## src/hw/urx_map.svh

```systemverilog
// Purpose: register offsets, field positions and reset values of the serial port slice
// Assumes: APB, 32-bit data, one register per aligned word
// Notes:   check-bit mode codes follow the mode register field encoding
`ifndef URX_MAP_SVH
`define URX_MAP_SVH

`define URX_CTRL_OFF        12'h000
`define URX_MODE_OFF        12'h004
`define URX_STAT_OFF        12'h014
`define URX_RXHOLD_OFF      12'h018
`define URX_TXHOLD_OFF      12'h01C

`define URX_CR_CLRSTA_BIT   8
`define URX_CR_SENDADR_BIT  24

`define URX_MR_CHAR_LENGTH_FIELD_LSB     6
`define URX_MR_SYNC_BIT     8
`define URX_MR_CHK_LSB      9
`define URX_MR_MSB_FIRST_BIT     16
`define URX_MR_NINE_BIT     17

`define URX_SR_RXAV_BIT     0
`define URX_SR_TXRDY_BIT    1
`define URX_SR_OVR_BIT      5
`define URX_SR_CHKERR_BIT   7

`define URX_MODE_RST        32'h0000_0000

`define URX_CHK_EVEN        3'h0
`define URX_CHK_ODD         3'h1
`define URX_CHK_SPACE       3'h2
`define URX_CHK_MARK        3'h3
`define URX_CHK_NONE        3'h4
`define URX_CHK_MD0         3'h6
`define URX_CHK_MD1         3'h7

`endif

```

## src/hw/urx_pkg.sv

```systemverilog
// Purpose: types shared by the serial port slice
// Assumes: constants live in urx_map.svh
// Notes:   state codes are one-hot
package urx_pkg;

    typedef enum logic [3:0] {
        URX_IDLE = 4'b0001,
        URX_DATA = 4'b0010,
        URX_CHK  = 4'b0100,
        URX_STOP = 4'b1000
    } urx_state_e;

    typedef struct packed {
        logic [1:0] char_length_field;
        logic       nine_bit_char;
        logic       msb_first;
        logic [2:0] check_bit_mode_sel;
        logic       sync_mode;
    } urx_fmt_s;

    typedef struct packed {
        logic        psel;
        logic        penable;
        logic        pwrite;
        logic [11:0] paddr;
        logic [31:0] pwdata;
    } urx_apb_req_s;

    typedef struct packed {
        logic        pready;
        logic        pslverr;
        logic [31:0] prdata;
    } urx_apb_rsp_s;

    typedef struct packed {
        urx_state_e  state;
        logic [3:0]  bit_cnt;
        logic [8:0]  shift;
        logic        chk_err;
        logic        done;
        logic [8:0]  data;
    } urx_rx_s;

endpackage : urx_pkg

```

## src/hw/urx_chk_gen.sv

```systemverilog
// Purpose: check-bit value for a character, shared by send and receive paths
// Assumes: data bits above the active length are zero
// Notes:   purely combinational; also says whether a check bit is present
`timescale 1ns/1ps
`include "urx_map.svh"

module urx_chk_gen (
    // character
    input  wire logic [8:0] data_i,
    input  wire logic [2:0] mode_i,
    input  wire logic       addr_i,
    // result
    output logic            chk_o,
    output logic            present_o
);
    import urx_pkg::*;

    always_comb begin
        present_o = 1'b1;
        case (mode_i)
            `URX_CHK_EVEN:  chk_o = ^data_i;
            `URX_CHK_ODD:   chk_o = ~(^data_i);
            `URX_CHK_MARK:  chk_o = 1'b1;
            `URX_CHK_SPACE: chk_o = 1'b0;
            `URX_CHK_MD0,
            `URX_CHK_MD1:   chk_o = addr_i;
            default: begin
                chk_o     = 1'b0;
                present_o = 1'b0;
            end
        endcase
    end

endmodule : urx_chk_gen

```

## src/hw/urx_top.sv

```systemverilog
// Functional notes
// - clocked mode samples on baud clock rise
// - low sample starts character, then data bits
// - clocked mode shares asynchronous format fields
// - receiver uses transmitter length, order, check fields
// - completed character loads holding register, flags available
// - completion while available sets overrun flag
// - overrun still overwrites holding register
// - clear-status command clears overrun flag
// - six check-bit modes from mode register
// - even mode: check equals data ones parity
// - odd mode: check inverts data ones parity
// - even/odd receiver flags mismatching check bit
// - mark sends one, flags zero received
// - space sends zero, flags one received
// - disabled: no check bit, no error
// - check error sets flag, clear-status clears
// - mode codes 6 and 7 select multidrop
// - multidrop data check zero, address one
// - multidrop receiver flags high check bit
// - send-address command marks next transmit byte
// - multidrop bytes without command send zero
//
// Purpose: receive path, check-bit handling and multidrop marking of a serial port
// Assumes: APB slave on core_clk_i; baud clock and serial line come from pins
// Notes:   the async oversampler is not here; mode bit sync_mode gates the clocked receiver
`timescale 1ns/1ps
`include "urx_map.svh"

module urx_top (
    // clock and reset
    input  wire logic                  core_clk_i,
    input  wire logic                  sys_rst_i,
    // apb
    input  wire urx_pkg::urx_apb_req_s apb_req_i,
    output urx_pkg::urx_apb_rsp_s      apb_rsp_o,
    // serial pins
    input  wire logic                  baud_clk_i,
    input  wire logic                  rx_line_i,
    // transmit character hand-off
    output logic [8:0]                 tx_char_o,
    output logic                       tx_chk_o,
    output logic                       tx_chk_en_o,
    output logic                       tx_char_valid_o,
    input  wire logic                  tx_char_taken_i
);
    import urx_pkg::*;

    typedef struct packed {
        logic [2:0]   bclk_sync;
        logic [1:0]   line_sync;
        urx_fmt_s     fmt;
        urx_rx_s      rx;
        logic [8:0]   rx_hold_reg;
        logic         rx_char_avail;
        logic         overrun_flag;
        logic         check_bit_error_flag;
        logic         addr_pending;
        logic [8:0]   tx_char;
        logic         tx_chk;
        logic         tx_chk_en;
        logic         tx_valid;
        urx_apb_rsp_s rsp;
    } urx_state_s;

    urx_state_s s_q;
    urx_state_s s_d;
    logic       gen_chk;
    logic       gen_present;
    logic       rx_exp_chk;
    logic       rx_has_chk;
    logic [8:0] rx_char_aligned;
    logic [8:0] tx_masked;

    // number of data bits: 5..8 from the length field, 9 when nine_bit_char
    function automatic logic [3:0] data_bits(input urx_fmt_s f);
        if (f.nine_bit_char) begin
            return 4'h9;
        end
        return 4'h5 + {2'b00, f.char_length_field};
    endfunction : data_bits

    function automatic logic is_multidrop(input logic [2:0] m);
        return (m == `URX_CHK_MD0) || (m == `URX_CHK_MD1);
    endfunction : is_multidrop

    // bits above the active length never reach the line or the check bit
    function automatic logic [8:0] mask_char(input logic [8:0] c, input urx_fmt_s f);
        logic [8:0] r;
        r = 9'h000;
        for (int i = 0; i < 9; i++) begin
            if (i < int'(data_bits(f))) begin
                r[i] = c[i];
            end
        end
        return r;
    endfunction : mask_char

    function automatic logic is_mapped(input logic [11:0] a);
        case (a)
            `URX_CTRL_OFF, `URX_MODE_OFF, `URX_STAT_OFF,
            `URX_RXHOLD_OFF, `URX_TXHOLD_OFF: return 1'b1;
            default: return 1'b0;
        endcase
    endfunction : is_mapped

    // multidrop reports an address through the error flag, not a fault
    function automatic logic rx_chk_error(input logic [2:0] m, input logic b, input logic e);
        if (is_multidrop(m)) begin
            return b;
        end
        return b != e;
    endfunction : rx_chk_error

    function automatic logic [31:0] stat_word(input urx_state_s st);
        logic [31:0] w;
        w                     = 32'h0000_0000;
        w[`URX_SR_RXAV_BIT]   = st.rx_char_avail;
        w[`URX_SR_TXRDY_BIT]  = ~st.tx_valid;
        w[`URX_SR_OVR_BIT]    = st.overrun_flag;
        w[`URX_SR_CHKERR_BIT] = st.check_bit_error_flag;
        return w;
    endfunction : stat_word

    // lsb-first bits arrive at the top of the shifter; realign them to bit 0
    function automatic logic [8:0] align_char(input logic [8:0] sh, input urx_fmt_s f);
        logic [8:0] r;
        logic [3:0] n;
        r = 9'h000;
        n = data_bits(f);
        if (f.msb_first) begin
            for (int i = 0; i < 9; i++) begin
                if (i < int'(n)) begin
                    r[i] = sh[i];
                end
            end
        end else begin
            for (int i = 0; i < 9; i++) begin
                if (i < int'(n)) begin
                    r[i] = sh[i + 9 - int'(n)];
                end
            end
        end
        return r;
    endfunction : align_char

    assign rx_char_aligned = align_char(s_q.rx.shift, s_q.fmt);

    // mask before the check so stray upper bits cannot flip it
    assign tx_masked = mask_char(apb_req_i.pwdata[8:0], s_q.fmt);

    urx_chk_gen u_tx_chk (
        .data_i    (tx_masked),
        .mode_i    (s_q.fmt.check_bit_mode_sel),
        .addr_i    (s_q.addr_pending),
        .chk_o     (gen_chk),
        .present_o (gen_present)
    );

    urx_chk_gen u_rx_chk (
        .data_i    (rx_char_aligned),
        .mode_i    (s_q.fmt.check_bit_mode_sel),
        .addr_i    (1'b0),
        .chk_o     (rx_exp_chk),
        .present_o (rx_has_chk)
    );

    always_comb begin
        logic       bclk_rise;
        logic       line;
        logic       acc;
        logic       wr;
        logic       rd;
        bclk_rise = 1'b0;
        line      = 1'b1;
        acc       = 1'b0;
        wr        = 1'b0;
        rd        = 1'b0;
        s_d       = s_q;

        // pin synchronisers; edge detect looks only past the first stage
        s_d.bclk_sync = {s_q.bclk_sync[1:0], baud_clk_i};
        s_d.line_sync = {s_q.line_sync[0], rx_line_i};
        bclk_rise     = s_q.bclk_sync[1] & ~s_q.bclk_sync[2];
        line          = s_q.line_sync[1];

        // apb: one wait state, pready answers in the cycle after the access
        acc = apb_req_i.psel & apb_req_i.penable;
        wr  = acc & apb_req_i.pwrite;
        rd  = acc & ~apb_req_i.pwrite;
        s_d.rsp.pready  = acc & ~s_q.rsp.pready;
        s_d.rsp.pslverr = acc & ~s_q.rsp.pready & ~is_mapped(apb_req_i.paddr);
        s_d.rsp.prdata  = 32'h0000_0000;
        wr = wr & ~s_q.rsp.pready;
        rd = rd & ~s_q.rsp.pready;

        if (rd) begin
            case (apb_req_i.paddr)
                `URX_MODE_OFF: begin
                    s_d.rsp.prdata[`URX_MR_CHAR_LENGTH_FIELD_LSB +: 2]   = s_q.fmt.char_length_field;
                    s_d.rsp.prdata[`URX_MR_SYNC_BIT]        = s_q.fmt.sync_mode;
                    s_d.rsp.prdata[`URX_MR_CHK_LSB +: 3]    = s_q.fmt.check_bit_mode_sel;
                    s_d.rsp.prdata[`URX_MR_MSB_FIRST_BIT]        = s_q.fmt.msb_first;
                    s_d.rsp.prdata[`URX_MR_NINE_BIT]        = s_q.fmt.nine_bit_char;
                end
                `URX_STAT_OFF: s_d.rsp.prdata = stat_word(s_q);
                `URX_RXHOLD_OFF: begin
                    s_d.rsp.prdata[8:0] = s_q.rx_hold_reg;
                    s_d.rx_char_avail   = 1'b0;
                end
                default: s_d.rsp.prdata = 32'h0000_0000;
            endcase
        end

        if (wr) begin
            case (apb_req_i.paddr)
                `URX_CTRL_OFF: begin
                    if (apb_req_i.pwdata[`URX_CR_CLRSTA_BIT]) begin
                        s_d.overrun_flag         = 1'b0;
                        s_d.check_bit_error_flag = 1'b0;
                    end
                    if (apb_req_i.pwdata[`URX_CR_SENDADR_BIT]) begin
                        s_d.addr_pending = 1'b1;
                    end
                end
                `URX_MODE_OFF: begin
                    // one field set serves both directions
                    s_d.fmt.char_length_field  = apb_req_i.pwdata[`URX_MR_CHAR_LENGTH_FIELD_LSB +: 2];
                    s_d.fmt.sync_mode          = apb_req_i.pwdata[`URX_MR_SYNC_BIT];
                    s_d.fmt.check_bit_mode_sel = apb_req_i.pwdata[`URX_MR_CHK_LSB +: 3];
                    s_d.fmt.msb_first          = apb_req_i.pwdata[`URX_MR_MSB_FIRST_BIT];
                    s_d.fmt.nine_bit_char      = apb_req_i.pwdata[`URX_MR_NINE_BIT];
                end
                `URX_TXHOLD_OFF: begin
                    // a write while the previous byte is still waiting replaces it
                    s_d.tx_char      = tx_masked;
                    s_d.tx_chk       = gen_chk;
                    s_d.tx_chk_en    = gen_present;
                    s_d.tx_valid     = 1'b1;
                    s_d.addr_pending = 1'b0;
                end
                default: s_d.tx_valid = s_q.tx_valid;
            endcase
        end

        if (s_q.tx_valid & tx_char_taken_i & ~(wr & (apb_req_i.paddr == `URX_TXHOLD_OFF))) begin
            s_d.tx_valid = 1'b0;
        end

        // clocked receiver, one step per baud clock rise
        s_d.rx.done = 1'b0;
        if (bclk_rise & s_q.fmt.sync_mode) begin
            case (s_q.rx.state)
                URX_IDLE: begin
                    if (!line) begin
                        s_d.rx.state   = URX_DATA;
                        s_d.rx.bit_cnt = 4'h0;
                        s_d.rx.shift   = 9'h000;
                        s_d.rx.chk_err = 1'b0;
                    end
                end
                URX_DATA: begin
                    // msb first shifts left, lsb first shifts right
                    if (s_q.fmt.msb_first) begin
                        s_d.rx.shift = {s_q.rx.shift[7:0], line};
                    end else begin
                        s_d.rx.shift = {line, s_q.rx.shift[8:1]};
                    end
                    s_d.rx.bit_cnt = s_q.rx.bit_cnt + 4'h1;
                    if (s_q.rx.bit_cnt + 4'h1 == data_bits(s_q.fmt)) begin
                        s_d.rx.state = rx_has_chk ? URX_CHK : URX_STOP;
                    end
                end
                URX_CHK: begin
                    s_d.rx.chk_err = rx_chk_error(s_q.fmt.check_bit_mode_sel, line, rx_exp_chk);
                    s_d.rx.state   = URX_STOP;
                end
                URX_STOP: begin
                    // stop bit is consumed; framing is outside this slice
                    s_d.rx.data  = rx_char_aligned;
                    s_d.rx.done  = 1'b1;
                    s_d.rx.state = URX_IDLE;
                end
                default: s_d.rx.state = URX_IDLE;
            endcase
        end

        // completion wins over a same-cycle read or clear
        if (s_q.rx.done) begin
            s_d.rx_hold_reg   = s_q.rx.data;
            s_d.rx_char_avail = 1'b1;
            if (s_q.rx_char_avail) begin
                s_d.overrun_flag = 1'b1;
            end
            if (s_q.rx.chk_err) begin
                s_d.check_bit_error_flag = 1'b1;
            end
        end
    end

    always_ff @(posedge core_clk_i or posedge sys_rst_i) begin
        if (sys_rst_i) begin
            // every field named so that none is left out of reset
            s_q.bclk_sync              <= 3'h0;
            s_q.line_sync              <= 2'h3;
            s_q.fmt.char_length_field  <= 2'h0;
            s_q.fmt.nine_bit_char      <= 1'b0;
            s_q.fmt.msb_first          <= 1'b0;
            s_q.fmt.check_bit_mode_sel <= `URX_CHK_EVEN;
            s_q.fmt.sync_mode          <= 1'b0;
            s_q.rx.state               <= URX_IDLE;
            s_q.rx.bit_cnt             <= 4'h0;
            s_q.rx.shift               <= 9'h000;
            s_q.rx.chk_err             <= 1'b0;
            s_q.rx.done                <= 1'b0;
            s_q.rx.data                <= 9'h000;
            s_q.rx_hold_reg            <= 9'h000;
            s_q.rx_char_avail          <= 1'b0;
            s_q.overrun_flag           <= 1'b0;
            s_q.check_bit_error_flag   <= 1'b0;
            s_q.addr_pending           <= 1'b0;
            s_q.tx_char                <= 9'h000;
            s_q.tx_chk                 <= 1'b0;
            s_q.tx_chk_en              <= 1'b0;
            s_q.tx_valid               <= 1'b0;
            s_q.rsp.pready             <= 1'b0;
            s_q.rsp.pslverr            <= 1'b0;
            s_q.rsp.prdata             <= 32'h0000_0000;
        end else begin
            s_q <= s_d;
        end
    end

    assign apb_rsp_o       = s_q.rsp;
    assign tx_char_o       = s_q.tx_char;
    assign tx_chk_o        = s_q.tx_chk;
    assign tx_chk_en_o     = s_q.tx_chk_en;
    assign tx_char_valid_o = s_q.tx_valid;

endmodule : urx_top

```

## config.mk

```make
export PLATFORM = sky130hd
export DESIGN_NAME = urx_top
export DESIGN_NICKNAME = d
export VERILOG_FILES = /design/src/hw/urx_pkg.sv /design/src/hw/urx_chk_gen.sv /design/src/hw/urx_top.sv
export VERILOG_INCLUDE_DIRS = /design/src /design/src/hw
export SDC_FILE = /design/constraint.sdc
export NUM_CORES = 1
export LEC_CHECK = 0
export ABC_AREA = 1
export BUFFER_PORTS_ARGS = -buffer_cell sky130_fd_sc_hd__buf_2
export CORE_MARGIN = 5
export CORE_UTILIZATION = 25
export CTS_CLUSTER_SIZE = 12
export DETAILED_ROUTE_END_ITERATION = 8
export GPL_ROUTABILITY_DRIVEN = 0
export GPL_TIMING_DRIVEN = 0
export HOLD_SLACK_MARGIN = 0.1
export PLACE_DENSITY_LB_ADDON = 0.15
export REMOVE_ABC_BUFFERS = 1
export SYNTH_ARGS = -nofsm -noshare
export SYNTH_HDL_FRONTEND = slang
export SYNTH_SLANG_ARGS = --single-unit
```

## constraint.sdc

```tcl
create_clock -name core_clk_i -period 3.4 [get_ports core_clk_i]
set_input_delay 0.68 -clock core_clk_i [delete_from_list [all_inputs] [get_ports core_clk_i]]
set_output_delay 0.68 -clock core_clk_i [all_outputs]
set_load 0.1 [all_outputs]
```

# Word level (Yosys, flattened, before mapping)
# Cells that the tools add are included.
# word_totals
reg_bits	100
input_bits	52
out_inout_bits	46
wordCells	215
# classes
n_addsub	11
magnitude_cmp	18
n_eq_ne	18
mux	99
bitwise_logic	20
n_reduce_logical	24
# op_table
operator	count
$mux W1	62
$lt A5 B6 Y1 const B	7
$bmux W1 S4	9
$eq A12 B5 Y1 const B	3
$mux W18	2
$sub A4 B4 Y5 const A	7
$mux W4	7
$pmux W13 S2	1
$mux W10	2
$mux W9	2
$reduce_xor A9 Y1	2
$lt A3 B4 Y1 const A	4
$mux W15	1
$reduce_bool A2 Y1	7
$and A1 B1 Y1	12
$eq A12 B3 Y1 const B	1
$logic_not A12 Y1	1
$lt A6 B6 Y1 const B	2
$pmux W4 S3	1
$pmux W6 S2	1
$reduce_and A3 Y1	4
$sub A5 B4 Y6 const A	2
$mux W11	1
$reduce_and A2 Y1	5
27 further kinds	44

# Depth between registers and ports, before layout
# logic_depth
word_depth	14
mapped_depth	23
ltp_nobuf	23

# Modules after synthesis
# From an unflattened synthesis, not the netlist that was laid out.
# hier_totals
hier_cells	657
area_unflattened_um2	4969.8
# modules_own_cells
mod	instances	cells_each	area_per_inst_um2	seq_area_each_um2
urx_top	1	579	4586.9	2055.7
urx_chk_gen	2	39	191.4	0.0

# Worst setup path before layout
# No wires, ideal clock.
# synth_timing
path_type	register to register
start	reg s_q[93] (netlist name)
end	reg s_q[69] (netlist name)
setup_ps	117
arrival_ps	2497
t_required_ps	3283
path_slack_ps	785
path_stages_with_launch	22
path_buffers	0
synth_period_minus_slack_ps	2615
cell_sequence	dfrtp_1 ha_1 nand2_2 inv_4 ha_1 inv_1 ha_1 nand4_1 a21oi_2 nand2_1 nand2_1 nand2_1 nand2_1 nand3_1 nand2_1 inv_1 nand2_1 nand3_2 nand2_1 nand2_1 nand3_1 nand2_1
# synth_via
elab_chain_cells	14
word_cells_on_any_way	72
classes_between	add/sub: 10; order compare: 9; eq/ne: 1; mux: 50; bitwise: 1; reduce/logical: 1
# synth_rtl
item	line_no	text
from (decl)	urx_top.sv:66	urx_state_s s_q;
$add A3 B2 Y4 *	urx_top.sv:80	return 4'h5 + {2'b00, f.char_length_field};
$mux W4 *	urx_top.sv:80	
$sub A5 B4 Y6 or $sub A4 B4 Y5 (tied branches)	urx_top.sv:140	r[i] = sh[i + 9 - int'(n)];
$bmux W1 S4	urx_top.sv:140	
$mux W1 (implied by the code) (2 in a row)	urx_top.sv:140	
$mux W1	urx_top.sv:139	if (i < int'(n)) begin
$mux W9 *	urx_top.sv:131	if (f.msb_first) begin
$reduce_xor A9 Y1 *	urx_chk_gen.sv:21, urx_chk_gen.sv:22	
$not A1 Y1	urx_chk_gen.sv:22	`URX_CHK_ODD: chk_o = ~(^data_i);
$pmux W1 S3 *	urx_chk_gen.sv:20	case (mode_i)
$ne A1 B1 Y1 *	urx_top.sv:112	return b != e;
$mux W1 *	urx_top.sv:112	
$pmux W1 S2 *	urx_top.sv:253	case (s_q.rx.state)
# Every way passes the cells marked *; elsewhere a longest branch is shown, timed or not. The select of a mux whose other input is x is not followed.
# A chain may end at the register's enable or synchronous reset.

# Worst setup path in the final report
# Ends and elaborated chain as after synthesis.

==> flow_summary.rst <==
.. list-table::
   :header-rows: 1

   * - Metric
     - Value
   * - Tcrit/Tclk final
     - 0.883
   * - CP arrival
     - 3.23 ns
   * - Area of the core
     - 19400 µm²
   * - PwrDens
     - 381 nW/µm²
   * - Number of buffers added by the clock tree synthesis step
     - 9
   * - Total number of clock tree sinks
     - 82
   * - Largest net degree at the start of global routing
     - 70
   * - Area leader, netlist
     - dfrtp_1
   * - Die Area
     - 22600 µm²
   * - Maximum clock insertion buffer count
     - 2
   * - Final setup violation count
     - 0
   * - Normalized max-slew margin
     - 0.318
   * - Maximum clock rate
     - 333 MHz
   * - Routed wire length
     - 12600 µm
   * - Final standard cell utilization of the core
     - 0.288
   * - Post-route worst setup slack
     - 0.399 ns
   * - Clock Latency Late Sink
     - 0.34 ns
   * - Syn Inst Count
     - 616
   * - Switching fraction of total power
     - 0.257
   * - Chip Height
     - 150 µm
   * - Total number of vias
     - 3985
   * - CP Launch Type
     - register
   * - Worst setup slack before clock tree synthesis
     - 0.0193 ns
   * - Input/output buffers
     - 62
   * - Net count reported at finish
     - 722
   * - Synthesized area per cell
     - 7.97 µm²
   * - Path type of the worst min-delay path
     - input pin to asynchronous set/reset pin
   * - Synth top area share
     - 0.402
   * - Detailed-route DRC error count
     - 0
   * - Fraction of layout cells with a size suffix above 1
     - 0.191
   * - Psw
     - 549 µW
   * - Area added between synthesis and finish
     - 13.8%
   * - Non-Filler Cell Area, Final
     - 5590 µm²
   * - Sum of net half-perimeters after detailed placement
     - 9720 µm
   * - Dominant register cell in the synthesized netlist
     - dfrtp_1
   * - Register share of total power
     - 0.461
   * - Tot GR Track Use
     - 0.116
   * - Routed wire length per instance
     - 13.6 µm
   * - VDD IR max
     - 0.161 mV
   * - Die X
     - 150 µm
   * - Async S/R FF share, synth
     - 1.00
   * - Largest fanout on the critical path
     - 11
   * - Cell area after placement
     - 5250 µm²
   * - Leakage
     - 2.76 nW
   * - Standard-cell rows
     - 51
   * - DRC violation total after the first TritonRoute iteration
     - 225
   * - Max-slew violation total from the final report
     - 0
   * - Total Power
     - 2.13 mW
   * - Reported max-cap violation count
     - 0
   * - Number of antenna-violating nets in the routed design
     - 0
   * - WS Path Type
     - register to register
   * - Largest cells by area after synthesis
     - dfrtp_1 40%, nand2_1 11%, buf_4 6.9%
   * - Setup repair after global routing missed its margin
     - no
   * - Clock-pin slew on the worst setup and hold paths
     - 0.06 ns
   * - Final worst path period need
     - 3.00 ns
   * - Final hold vios
     - 0
   * - Sequential fraction of the synthesis area
     - 0.418
   * - Vias/cell
     - 4.30
   * - Endpoint required time on the critical path
     - 3.63 ns
   * - Number of global-route vias before repair
     - 3918
   * - Initial core utilization
     - 0.253
   * - R2R depth
     - 21
   * - Boundary pin count
     - 98
   * - Kind of end point of the critical path
     - register
   * - Overall overflow remaining after global route
     - 0
   * - Number of flip-flops and latches in the synthesized netlist
     - 82
   * - Outcome
     - completed
   * - DRT Pass-1 Iters
     - 4
   * - Count of flip-flops with a built-in enable after synthesis
     - 0
   * - Largest clock skew in the final design
     - 0.00911 ns
   * - Netlist cell types
     - 38
   * - Proportion of power drawn by the clock network
     - 0.455
   * - Slew of the pin with the lowest slew margin
     - 1.02 ns
   * - Yosys warning count
     - 0
   * - Post-synth design cell area
     - 4910 µm²
   * - Depth of the CTS H-tree
     - 3
   * - Wire length of the first global-routing pass
     - 20300 µm
   * - Cell at the root of the clock tree
     - clkbuf_16
   * - Clock tree from TritonCTS
     - built
   * - Internal power
     - 1.58 mW
   * - Power share of the combinational group
     - 0.083
   * - Antenna cell count
     - 0
   * - Initial antenna violation count
     - 0
## per-stage QoR
stage | instances | hold WS (ns) | TNS [ns]
floorplan | 578 | 0.331 | 0
global placement | 905 | 0.345 | -42.19
detailed placement | 906 | 0.343 | 0
CTS | 922 | 0.252 | 0
global route | 926 | 0.264 | 0
finish | 926 | 0.256 | 0
## power by group through the flow
stage	registers [mW]	clock network, mW	logic, mW
after detailed placement	1.00	0	0.180
after global routing	0.984	1.06	0.191
after CTS	0.984	1.01	0.180
after global placement	1.00	0	0.175
after floorplan	1.01	0	0.128
final	0.984	0.970	0.178
## routing by layer
metal  vias up  track usage  wire, µm  share of wire
met1      1852        0.157      5840           0.46
met3        19       0.0232       562          0.045
met4         0       0.0448       289          0.023
met2        88        0.183      5890           0.47
met5         -            0         0              0
li1       2026            -         -              -
## synth_stat cells (6+ instances only)
| cell | n |
|---|---|
| a21oi_1 | 18 |
| buf_4 | 45 |
| clkbuf_1 | 7 |
| dfrtp_1 | 79 |
| ha_1 | 14 |
| inv_1 | 74 |
| mux2_2 | 8 |
| nand2_1 | 145 |
| nand3_1 | 64 |
| nand3_2 | 11 |
| nand4_1 | 6 |
| nor2_1 | 31 |
| nor3_1 | 12 |
| o21ai_0 | 37 |
| o22ai_1 | 10 |
| xnor2_1 | 7 |
## kinds of logic (layout without fill, tap and decap cells)
group	Yosys count	count (layout)	share of synthesized area
and+or+nand+nor	287	287	0.272
other	1	18	0.000763
AOI/OAI and AO/OA	79	79	0.0920
adders and majority gates	14	14	0.0357
xor gates and xnor gates	12	12	0.0214
muxes	8	8	0.0183
buffers and inverters	133	161	0.142
DFF	82	82	0.418
## layout make-up
cell class,instances,area (µm²)
clock buffers,10,229
inverters,78,300
flip-flops and latches,82,2060
multi-input cells,418,2230
fillers,2143,13800
clock inverters,6,67.6
repair buffers,67,368
well taps,265,332
## critical path, cell delays in order, from the launching register on
cell,delay [ns]
dfrtp_4,0.48
ha_1,0.36
nand2_4,0.13
clkinv_4,0.15
ha_1,0.16
inv_1,0.04
ha_1,0.36
nand4_1,0.15
a21oi_2,0.22
nand2_1,0.08
nand2_1,0.09
nand2_1,0.07
nand2_1,0.06
nand3_1,0.06
nand2_1,0.09
inv_1,0.04
nand2_1,0.06
nand3_2,0.07
nand2_1,0.06
nand2_1,0.05
nand3_1,0.06
nand2_1,0.04
## sequential cells by signal (all words and copies together) (netlist names)
signal	cells
tx_char_o	9
tx_char_valid_o	1
s_q	51
tx_chk_o	1
tx_chk_en_o	1
s_d	3
apb_rsp_o	16
## repair_timing
item                                    in CTS  in global routing
pin swaps                                    0                  1
gates resized for setup                      1                  5
hold buffers                                 0                  0
setup buffers                                0                  4
hold endpoints to repair                     0                  0
endpoints found under the setup margin       1                  1
## path summary, 6_finish.rpt
| kind | to | from | slack, ns |
|---|---|---|---|
| setup / recovery | s_q[69]$_DFFE_PP0P_ | s_q[93]$_DFFE_PP0P_ | 0.40 |
| hold / removal | s_q[84]$_DFFE_PP0P_ | sys_rst_i | 0.26 |
| setup reg to reg | s_q[69]$_DFFE_PP0P_ | s_q[93]$_DFFE_PP0P_ | 0.40 |
| hold reg to reg | s_q[96]$_DFF_PP1_ | s_d[96]$_DFF_PP1_ | 0.36 |
| max in group asynchronous | s_q[93]$_DFFE_PP0P_ | sys_rst_i | 2.51 |
| min in group core_clk_i | s_q[96]$_DFF_PP1_ | s_d[96]$_DFF_PP1_ | 0.36 |
## placed cells by master (no fill, tap or decap), drive strengths merged, types with 6 or more instances in the layout
| cell | instances |
|---|---|
| a21oi | 22 |
| buf | 67 |
| clkbuf | 10 |
| conb | 18 |
| dfrtp | 79 |
| ha | 14 |
| inv | 77 |
| mux2 | 8 |
| nand2 | 151 |
| nand3 | 75 |
| nand4 | 6 |
| nor2 | 34 |
| nor3 | 14 |
| o21ai | 37 |
| o22ai | 10 |
| xnor2 | 7 |
Power figures use the tool's default switching activity.
